==> config.mk <==
export PLATFORM = sky130hd
export DESIGN_NAME = tgc_top
export DESIGN_NICKNAME = d
export VERILOG_FILES = /design/src/tgc_pkg.sv /design/src/tgc_apb_slv.sv /design/src/tgc_top.sv
export SDC_FILE = /design/constraint.sdc
export NUM_CORES = 1
export LEC_CHECK = 0
export ABC_AREA = 1
export BUFFER_PORTS_ARGS = -buffer_cell sky130_fd_sc_hd__buf_2
export CORE_MARGIN = 1.5
export CORE_UTILIZATION = 55
export CTS_CLUSTER_DIAMETER = 30
export DETAILED_ROUTE_END_ITERATION = 7
export PLACE_DENSITY = 0.87
export SLEW_MARGIN = 20
export SYNTH_ARGS = -nofsm -noshare
export SYNTH_HDL_FRONTEND = slang
export SYNTH_SLANG_ARGS = --single-unit
==> constraint.sdc <==
create_clock -name i_clk -period 4.6 [get_ports i_clk]
set_input_delay 0.46 -clock i_clk [delete_from_list [all_inputs] [get_ports i_clk]]
set_output_delay 0.46 -clock i_clk [all_outputs]
set_load 0.01 [all_outputs]
==> src/tgc_pkg.sv <==
// package: register map, field layout, reset values and types for the timer gate control block
package tgc_pkg;

  // register byte addresses on the apb bus
  localparam logic [7:0] TGC_OFS_CNT_LOW = 8'h00;
  localparam logic [7:0] TGC_OFS_CNT_HIGH = 8'h04;
  localparam logic [7:0] TGC_OFS_TCTRL = 8'h08;
  localparam logic [7:0] TGC_OFS_GCTRL = 8'h0c;
  localparam logic [7:0] TGC_OFS_FLAG = 8'h10;
  localparam logic [7:0] TGC_OFS_IEN = 8'h14;

  // timer_control fields
  localparam int TGC_TC_CS_HI = 7;
  localparam int TGC_TC_CS_LO = 6;
  localparam int TGC_TC_PS_HI = 5;
  localparam int TGC_TC_PS_LO = 4;
  localparam int TGC_TC_OSCEN = 3;
  localparam int TGC_TC_SYNC = 2;
  localparam int TGC_TC_CMPSYNC = 1;
  localparam int TGC_TC_ON = 0;

  // gate_control fields
  localparam int TGC_GC_GE = 7;
  localparam int TGC_GC_POL = 6;
  localparam int TGC_GC_TM = 5;
  localparam int TGC_GC_SPM = 4;
  localparam int TGC_GC_GO = 3;
  localparam int TGC_GC_VAL = 2;
  localparam int TGC_GC_SS_HI = 1;
  localparam int TGC_GC_SS_LO = 0;

  // flag and enable registers use bit 0
  localparam int TGC_FLAG_BIT = 0;

  // values after reset
  localparam logic [7:0] TGC_RST_TCTRL = 8'h00;
  localparam logic [7:0] TGC_RST_GCTRL = 8'h00;
  localparam logic [15:0] TGC_RST_COUNT = 16'h0000;

  // eight-bit timer wrap points
  localparam logic [7:0] TGC_T0_TOP = 8'hff;
  localparam logic [7:0] TGC_T0_ZERO = 8'h00;

  typedef enum logic [1:0] {
    TGC_SRC_PIN = 2'b00,
    TGC_SRC_T0OVF = 2'b01,
    TGC_SRC_CMP = 2'b10,
    TGC_SRC_RSVD = 2'b11
  } tgc_src_t;

  // single-pulse sequencer, one-hot
  typedef enum logic [2:0] {
    TGC_SP_IDLE = 3'b001,
    TGC_SP_ARM = 3'b010,
    TGC_SP_RUN = 3'b100
  } tgc_sp_t;

  typedef struct packed {
    logic ge;
    logic pol;
    logic tm;
    logic spm;
    tgc_src_t gss;
    logic cmp_sync;
  } tgc_gcfg_t;

  // one apb access as seen by the register file
  typedef struct packed {
    logic wr;
    logic [7:0] addr;
    logic [7:0] data;
  } tgc_wreq_t;

endpackage

==> src/tgc_apb_slv.sv <==
// apb slave front end: one wait state, registered read data and error answer
`timescale 1ns/1ps
module tgc_apb_slv
  import tgc_pkg::*;
(
  // clock and reset
  input wire logic i_clk,
  input wire logic i_rst_n,
  // apb
  input wire logic i_psel,
  input wire logic i_penable,
  input wire logic i_pwrite,
  input wire logic [7:0] i_paddr,
  input wire logic [31:0] i_pwdata,
  output logic [31:0] o_prdata,
  output logic o_pready,
  output logic o_pslverr,
  // register file side
  input wire logic [7:0] i_rdata,
  input wire logic i_hit,
  output tgc_wreq_t o_wreq
);

  logic pready_r;
  logic [31:0] prdata_r;
  logic pslverr_r;

  // the cycle before pready rises is when read data and decode are captured
  wire access_w = i_psel & i_penable & ~pready_r;
  // the write lands on the same edge the master samples pready high
  wire commit_w = i_psel & i_penable & pready_r;

  always_ff @(posedge i_clk or negedge i_rst_n) begin
    if (!i_rst_n) begin
      pready_r <= 1'b0;
      prdata_r <= 32'h0000_0000;
      pslverr_r <= 1'b0;
    end else begin
      pready_r <= access_w;
      if (access_w) begin
        prdata_r <= (i_pwrite || !i_hit) ? 32'h0000_0000 : {24'h00_0000, i_rdata};
        pslverr_r <= ~i_hit;
      end else begin
        pslverr_r <= 1'b0;
      end
    end
  end

  assign o_wreq.wr = commit_w & i_pwrite & i_hit;
  assign o_wreq.addr = i_paddr;
  assign o_wreq.data = i_pwdata[7:0];
  assign o_prdata = prdata_r;
  assign o_pready = pready_r;
  assign o_pslverr = pslverr_r;

endmodule

==> src/tgc_top.sv <==
// timer with selectable, polarity, toggle and single-pulse gate control behind apb
`timescale 1ns/1ps
module tgc_top
  import tgc_pkg::*;
#(
  parameter int CNT_W = 16
) (
  // clock and reset
  input wire logic i_clk,
  input wire logic i_rst_n,
  // apb slave
  input wire logic i_psel,
  input wire logic i_penable,
  input wire logic i_pwrite,
  input wire logic [7:0] i_paddr,
  input wire logic [31:0] i_pwdata,
  output logic [31:0] o_prdata,
  output logic o_pready,
  output logic o_pslverr,
  // gate and clock sources
  input wire logic i_gate_pin,
  input wire logic [7:0] i_t0_count,
  input wire logic i_cmp_out,
  input wire logic i_tclk_pin,
  // status
  output logic o_gate_value,
  output logic o_gate_irq,
  output logic [CNT_W-1:0] o_count
);

  // register storage
  logic [7:0] tctrl_r;
  logic [7:0] gctrl_r;
  logic go_r;
  logic go_nxt;
  logic flag_r;
  logic flag_nxt;
  logic ien_r;
  logic ien_nxt;
  logic irq_r;
  logic [CNT_W-1:0] count_r;
  logic [CNT_W-1:0] count_nxt;
  logic [2:0] ps_r;
  logic [2:0] ps_nxt;

  // gate path state
  logic tclk_prev_r;
  logic [7:0] t0_prev_r;
  logic t0_pulse_r;
  logic cmp_s_r;
  logic act_prev_r;
  logic tff_r;
  logic tg_prev_r;
  logic gval_r;
  logic gval_nxt;
  tgc_sp_t sp_r;
  tgc_sp_t sp_nxt;

  tgc_wreq_t wreq;
  tgc_gcfg_t cfg;
  logic [7:0] rdata;
  logic hit;

  // one address compare shared by the write strobes and the read mux
  function automatic logic reg_at(
    input logic [7:0] addr,
    input logic [7:0] ofs
  );
    return addr == ofs;
  endfunction

  tgc_apb_slv u_apb (
    .i_clk(i_clk),
    .i_rst_n(i_rst_n),
    .i_psel(i_psel),
    .i_penable(i_penable),
    .i_pwrite(i_pwrite),
    .i_paddr(i_paddr),
    .i_pwdata(i_pwdata),
    .o_prdata(o_prdata),
    .o_pready(o_pready),
    .o_pslverr(o_pslverr),
    .i_rdata(rdata),
    .i_hit(hit),
    .o_wreq(wreq)
  );

  // ---------------- address decode ----------------
  wire wr_low = wreq.wr && reg_at(wreq.addr, TGC_OFS_CNT_LOW);
  wire wr_high = wreq.wr && reg_at(wreq.addr, TGC_OFS_CNT_HIGH);
  wire wr_tc = wreq.wr && reg_at(wreq.addr, TGC_OFS_TCTRL);
  wire wr_gc = wreq.wr && reg_at(wreq.addr, TGC_OFS_GCTRL);
  wire wr_flag = wreq.wr && reg_at(wreq.addr, TGC_OFS_FLAG);
  wire wr_ien = wreq.wr && reg_at(wreq.addr, TGC_OFS_IEN);

  always_comb begin
    hit = 1'b1;
    if (reg_at(i_paddr, TGC_OFS_CNT_LOW)) begin
      rdata = count_r[7:0];
    end else if (reg_at(i_paddr, TGC_OFS_CNT_HIGH)) begin
      rdata = count_r[15:8];
    end else if (reg_at(i_paddr, TGC_OFS_TCTRL)) begin
      rdata = tctrl_r;
    end else if (reg_at(i_paddr, TGC_OFS_GCTRL)) begin
      // live go/done and gate value are merged into the stored fields
      rdata = {gctrl_r[7:4], go_r, gval_r, gctrl_r[1:0]};
    end else if (reg_at(i_paddr, TGC_OFS_FLAG)) begin
      rdata = {7'h00, flag_r};
    end else if (reg_at(i_paddr, TGC_OFS_IEN)) begin
      rdata = {7'h00, ien_r};
    end else begin
      rdata = 8'h00;
      hit = 1'b0;
    end
  end

  assign cfg.ge = gctrl_r[TGC_GC_GE];
  assign cfg.pol = gctrl_r[TGC_GC_POL];
  assign cfg.tm = gctrl_r[TGC_GC_TM];
  assign cfg.spm = gctrl_r[TGC_GC_SPM];
  assign cfg.gss = tgc_src_t'(gctrl_r[TGC_GC_SS_HI:TGC_GC_SS_LO]);
  assign cfg.cmp_sync = tctrl_r[TGC_TC_CMPSYNC];

  // ---------------- timer clock and prescaler ----------------
  wire ext_clk = tctrl_r[TGC_TC_CS_HI];
  wire timer_on = tctrl_r[TGC_TC_ON];
  wire [1:0] ps_sel = tctrl_r[TGC_TC_PS_HI:TGC_TC_PS_LO];
  // rising edge of the timer clock source; internal source ticks every cycle
  wire tclk_tick = ext_clk ? (i_tclk_pin & ~tclk_prev_r) : 1'b1;
  // prescaler advances on source ticks only, so a slow pin divides further
  wire [2:0] ps_mask = 3'((4'h1 << ps_sel) - 4'h1);
  wire ps_done = tclk_tick && ((ps_r & ps_mask) == ps_mask);

  // ---------------- gate source and polarity ----------------
  // raw path follows the comparator at once; the synced path trades a tick of delay for a clean edge
  wire cmp_lvl = cfg.cmp_sync ? cmp_s_r : i_cmp_out;
  logic src_lvl;
  always_comb begin
    case (cfg.gss)
      TGC_SRC_PIN: src_lvl = i_gate_pin;
      TGC_SRC_T0OVF: src_lvl = t0_pulse_r;
      TGC_SRC_CMP: src_lvl = cmp_lvl;
      default: src_lvl = 1'b0;
    endcase
  end

  // high when the source sits at the level that lets the timer count
  wire act_lvl = ~(src_lvl ^ cfg.pol);
  wire act_rise = act_lvl & ~act_prev_r;
  // toggle flop output stands in for the gate when toggle mode is on
  wire tg = cfg.tm ? tff_r : act_lvl;
  wire tg_rise = tg & ~tg_prev_r;
  wire tg_fall = ~tg & tg_prev_r;

  // ---------------- single-pulse sequencer ----------------
  always_comb begin
    sp_nxt = sp_r;
    go_nxt = go_r;
    if (wr_gc) begin
      go_nxt = wreq.data[TGC_GC_GO];
    end
    // arm waits for a fresh rising edge so a gate already high is not measured
    case (sp_r)
      TGC_SP_IDLE: begin
        if (cfg.spm && go_r) begin
          sp_nxt = TGC_SP_ARM;
        end
      end
      TGC_SP_ARM: begin
        if (!cfg.spm || !go_r) begin
          sp_nxt = TGC_SP_IDLE;
        end else if (tg_rise) begin
          sp_nxt = TGC_SP_RUN;
        end
      end
      TGC_SP_RUN: begin
        if (!cfg.spm || !go_r) begin
          sp_nxt = TGC_SP_IDLE;
        end else if (tg_fall) begin
          // trailing edge ends the capture; hardware clear beats a same-cycle write
          sp_nxt = TGC_SP_IDLE;
          go_nxt = 1'b0;
        end
      end
      default: sp_nxt = TGC_SP_IDLE;
    endcase
  end

  // gate value follows the sequencer in single-pulse mode, so later edges stay blocked
  assign gval_nxt = cfg.spm ? (sp_nxt == TGC_SP_RUN) : tg;

  // falling gate value raises the event flag regardless of gate enable; set beats clear
  wire gate_evt = gval_r & ~gval_nxt;
  wire flag_clr = wr_flag & ~wreq.data[TGC_FLAG_BIT];
  assign flag_nxt = gate_evt | (flag_r & ~flag_clr);
  // enable and flag reach the irq output on the same edge
  assign ien_nxt = wr_ien ? wreq.data[TGC_FLAG_BIT] : ien_r;

  // ---------------- counter ----------------
  // gating only matters with the gate enable bit set
  wire gate_ok = ~cfg.ge | gval_r;
  wire inc = timer_on & ps_done & gate_ok;

  always_comb begin
    count_nxt = count_r;
    ps_nxt = ps_r;
    if (wr_low || wr_high) begin
      ps_nxt = 3'h0;
    end else if (tclk_tick && timer_on) begin
      ps_nxt = ps_done ? 3'h0 : 3'(ps_r + 3'h1);
    end
    // a byte write wins over an increment in the same cycle
    if (wr_low) begin
      count_nxt[7:0] = wreq.data;
    end else if (wr_high) begin
      count_nxt[15:8] = wreq.data;
    end else if (inc) begin
      count_nxt = count_r + 1'b1;
    end
  end

  // ---------------- registers ----------------
  always_ff @(posedge i_clk or negedge i_rst_n) begin
    if (!i_rst_n) begin
      tctrl_r <= TGC_RST_TCTRL;
      gctrl_r <= TGC_RST_GCTRL;
      ien_r <= 1'b0;
    end else begin
      if (wr_tc) begin
        tctrl_r <= wreq.data;
      end
      if (wr_gc) begin
        gctrl_r <= wreq.data;
      end
      if (wr_ien) begin
        ien_r <= wreq.data[TGC_FLAG_BIT];
      end
    end
  end

  always_ff @(posedge i_clk or negedge i_rst_n) begin
    if (!i_rst_n) begin
      count_r <= TGC_RST_COUNT;
      ps_r <= 3'h0;
      go_r <= 1'b0;
      sp_r <= TGC_SP_IDLE;
      flag_r <= 1'b0;
      irq_r <= 1'b0;
      gval_r <= 1'b0;
    end else begin
      count_r <= count_nxt;
      ps_r <= ps_nxt;
      go_r <= go_nxt;
      sp_r <= sp_nxt;
      flag_r <= flag_nxt;
      irq_r <= flag_nxt & ien_nxt;
      gval_r <= gval_nxt;
    end
  end

  always_ff @(posedge i_clk or negedge i_rst_n) begin
    if (!i_rst_n) begin
      tclk_prev_r <= 1'b0;
      t0_prev_r <= TGC_T0_ZERO;
      t0_pulse_r <= 1'b0;
      cmp_s_r <= 1'b0;
    end else begin
      tclk_prev_r <= i_tclk_pin;
      t0_prev_r <= i_t0_count;
      // one-cycle high pulse on the ff to 00 wrap
      // assumes the eight-bit timer steps at most once per clock
      t0_pulse_r <= (t0_prev_r == TGC_T0_TOP) && (i_t0_count == TGC_T0_ZERO);
      if (tclk_tick) begin
        cmp_s_r <= i_cmp_out;
      end
    end
  end

  always_ff @(posedge i_clk or negedge i_rst_n) begin
    if (!i_rst_n) begin
      act_prev_r <= 1'b0;
      tff_r <= 1'b0;
      tg_prev_r <= 1'b0;
    end else begin
      act_prev_r <= act_lvl;
      // the flop is pinned low while toggle mode is off so the measured edge is known
      if (!cfg.tm) begin
        tff_r <= 1'b0;
      end else if (act_rise) begin
        tff_r <= ~tff_r;
      end
      tg_prev_r <= tg;
    end
  end

  // enabling toggle and changing polarity in one write may yield an extra edge
  assign o_gate_value = gval_r;
  assign o_gate_irq = irq_r;
  assign o_count = count_r;

endmodule

==> run summary <==
The run finished with clean final reports. The initialized floorplan defines 29 standard-cell rows. For the final database, setup skew stands at 0.01000 ns. The area share of and/or/nand/nor cells after synthesis was 0.2763; the fraction of the mapped netlist area in compound gates was 0.1102.

Setup repair after global routing left no endpoint under its margin. The share of the clock period used by the worst path after layout was 0.4564; the pin count of the biggest net entering global routing was 66. The tools report the DRC violation count after routing as 0. Relative to the synthesized area, the layout overhead comes to 12.91%.

The worst min-delay path category was primary input to flip-flop. Detailed placement ended at an HPWL of 6.561 mm. The count of buffer and inverter cells on the critical path was 3; the final core utilization was 0.6444. Cell internal power was estimated by the tool at 0.8509 mW. Averaged over all synthesized cells, the footprint is 7.958 um2. The die is 84.41 um tall.

In the final routed layout, each cell accounts on average for 14.37 um. Category of the worst setup path capture point: a flip-flop. Timing would allow up to 476.3 MHz. Setup violations remaining at the end of the flow were counted as 0. In this run, distinct cell masters in the synthesized netlist total 39. The fraction of final layout cells with drive strength greater than 1 is 0.1951. The logs give 0.2523 for the global-route usage over all layers and 0 for the number of antenna violations at the first check in global routing. The run gives 0 as the total overflow reported by the global router.

The adder and majority cell fraction of the synthesized area is 0.006866. The worst register-to-register path begins at u_apb.o_pready. Post-CTS timing repair inserted 0 buffers for setup. Minimum clock period: 2.099 ns. The synthesized flop and latch total was 65; the iteration count of the initial detailed-routing pass was 5.

In this run, post-CTS hold repair placed 0 buffers. Commonest non-fill, non-tap cell in the layout: sky130_fd_sc_hd__nand2_1. The tool flagged a number of max-cap violations equal to 0.

The sequential cell area fraction in the yosys report is 0.4466, and the first-pass GRT wire length is 14.17 mm. The clock tree synthesis step divided the H-tree into 3 levels. For this run, the post-layout net count is 581. The combinational family with the most area after synthesis was simple AND/OR/NAND/NOR gates. For this run, the slowest stage of the critical path takes 0.45 ns. After clock tree synthesis, the repair step resized 0 gates. For the worst slack at placement, the log shows 2.298 ns. For the post-synthesis instance area, the log shows 3645 um2. Category of cells accounting for the largest share of critical-path delay: simple AND/OR/NAND/NOR gates. The run gives 0 as the yosys synthesis warning count. Setup total negative slack on the finished layout was measured at 0 ns. On the critical path, the stage with the largest delay is an instance of sky130_fd_sc_hd__nor2_2. For the number of hold-slack violations in the final timing report, the log shows 0. The area share of xor/xnor cells in the synthesized design was 0.03124; the horizontal die dimension was 84.41 um. The data required time at the worst endpoint was 4.82 ns.

For this design the total switching power over the nets is 0.2955 mW. The detail route stage leaves a number of antenna-violating nets equal to 0. The critical path starts at u_apb.o_pready.

The source-to-sink clock delay at the later pin of the worst-skew pair is 0.35 ns. For the total wire length, the log shows 8.694 mm. Number of sinks driven by the clock tree: 65. Leaving out filler cells and counting taps, the final layout contains 605.

After detailed placement, the total cell area comes to 3914 um2. The maximum root-to-sink buffer count is 2, and the leakage power total is 2.172 nW. The share of total power consumed by net switching came out at 0.2578. At the worst endpoint, the arrival time is 2.32 ns. Port buffering added 59 buffers. The count of pins on the block boundary is 108. The tools report the weighted congestion reported at the end of routability-driven placement as 0.9751. The die covers 7124 um2. Counting stages on the worst path, the most repeated cell is sky130_fd_sc_hd__inv_1. After floorplanning, the core was sized to cover 6386 um2. The number of cells after detailed placement was 589; the post-CTS clock slew at the launch and capture registers of the worst setup and hold paths was 0.08 ns. The worst-margin pin slew works out to 0.8156 ns. The detailed router finished its first iteration with 352 violations. The run gives 4115 um2 as the final instance area. The critical path goes through inv_1 > nor3_1 > inv_1 > nor2_2 > nor2_2 > inv_1 > nand2_2 > o211ai_1 > o21ai_0.

The buffer cell driving the clock tree root is sky130_fd_sc_hd__clkbuf_8. Summing over every cut layer, the via total after detailed routing is 3258. The startpoint identified for the worst hold timing path is i_t0_count[2].

In this run, CTS created clock tree buffers numbering 9. The critical path startpoint category was a flip-flop. The total power density per cell area works out to 278.6 nW/um2. Leaving out fill and tap cells, the most frequent cells in the layout are sky130_fd_sc_hd__nand2_1, sky130_fd_sc_hd__dfrtp_1, sky130_fd_sc_hd__buf_2, sky130_fd_sc_hd__inv_1, sky130_fd_sc_hd__nand3_1.

The logs give 0.507 for the share of power burned in registers and 0.435 for the portion of total power attributed to the clock network. The fraction of synthesized area in multiplexers came out at 0.003090. Setup slack closes at 2.501 ns. The critical path is of the flip-flop to flip-flop type.

Synthesis handed over a netlist of 458 instances. The relative slew slack is 0.4563, and the mean number of vias per cell is 5.385. The maximum vdd drop is 0.0001816 V. The number of global-route vias before repair is 3034. TritonCTS built the clock tree. Of all nets on the critical path, the largest fanout is 12.

The relative contribution of combinational cells to total power is 0.058, and the effective utilization at floorplan is 0.5707. The logs give 0 for the final max-slew violation count and 0 for the number of antenna diodes.
==> synth_stat cells, drive strengths merged <==
master,number,share of area
nand2,129,0.14
dfrtp,64,0.44
inv,60,0.062
o21ai,42,0.058
nand3,32,0.048
nor2,29,0.033
buf,28,0.058
nor3,13,0.022
xor2,13,0.031
a21oi,11,0.015
nand4,8,0.014
o211ai,7,0.016
nor4,4,0.015
o2111ai,3,0.0072
clkinv,2,0.0034
ha,2,0.0069
o221ai,2,0.0048
o22ai,2,0.0034
a211oi,1,0.0021
a21boi,1,0.0021
clkbuf,1,0.0010
conb,1,0.0010
dfstp,1,0.0072
mux2,1,0.0031
o31ai,1,0.0021
==> final timing paths <==
path                                endpoint  slack (ns)  cells past startpoint
hold / removal                  t0_prev_r[2]        0.22                      1
setup reg to reg                  o_count[5]        2.50                      9
max in group asynchronous         o_count[4]        3.79                      2
setup / recovery                  o_count[5]        2.50                      9
hold reg to reg            u_apb.o_prdata[0]        0.48                      2
min in group asynchronous  u_apb.o_prdata[1]        0.28                      2
==> cell families (layout without fill, tap and decap cells) <==
family,count (synthesis),count (layout)
AOI/OAI and AO/OA,70,70
and+or+nand+nor,215,215
other,1,24
muxes,1,1
xor gates and xnor gates,13,13
buffers and inverters,91,138
DFF,65,65
adders and majority gates,2,2
==> routing by layer <==
layer / vias to the layer above / global-route usage / share of wire
met5: - / 0 / 0
met4: 0 / 0.1100 / 0.024
met3: 17 / 0.03245 / 0.081
met2: 156 / 0.4087 / 0.48
met1: 1520 / 0.3432 / 0.42
li1: 1565 / - / -
==> power groups by stage <==
stage	combinational (mW)	sequential [mW]	clock (mW)
floorplan	0.0445	0.593	0
global placement	0.0652	0.593	0
detailed placement	0.0669	0.593	0
CTS	0.0672	0.582	0.503
global route	0.0755	0.582	0.528
finish	0.0666	0.582	0.498
==> per-stage QoR <==
stage	total power [mW]	hold WS, ns
2_1_floorplan	0.6377	0.1644
3_3_place_gp	0.6578	0.4607
3_5_place_dp	0.6598	0.4671
4_1_cts	1.151	0.2203
5_1_grt	1.186	0.2246
6_report	1.146	0.2214
==> sequential cells by signal, indices dropped and copies added (netlist names), 3 cells and up <==
register and cells:
sp_r 3, gctrl_r 6, o_count 16, t0_prev_r 8, u_apb.o_prdata 8, ps_r 3, tctrl_r 8
==> layout make-up <==
cell class,count,area (um2)
clock buffer,9,123.9
clock inverter,7,77.57
fill,552,2271
inverter,62,237.7
multi-input combinational,325,1649
sequential,65,1628
tap,77,96.34
timing repair buffer,60,302.8
No activity file was read; power rests on OpenSTA's default activity.
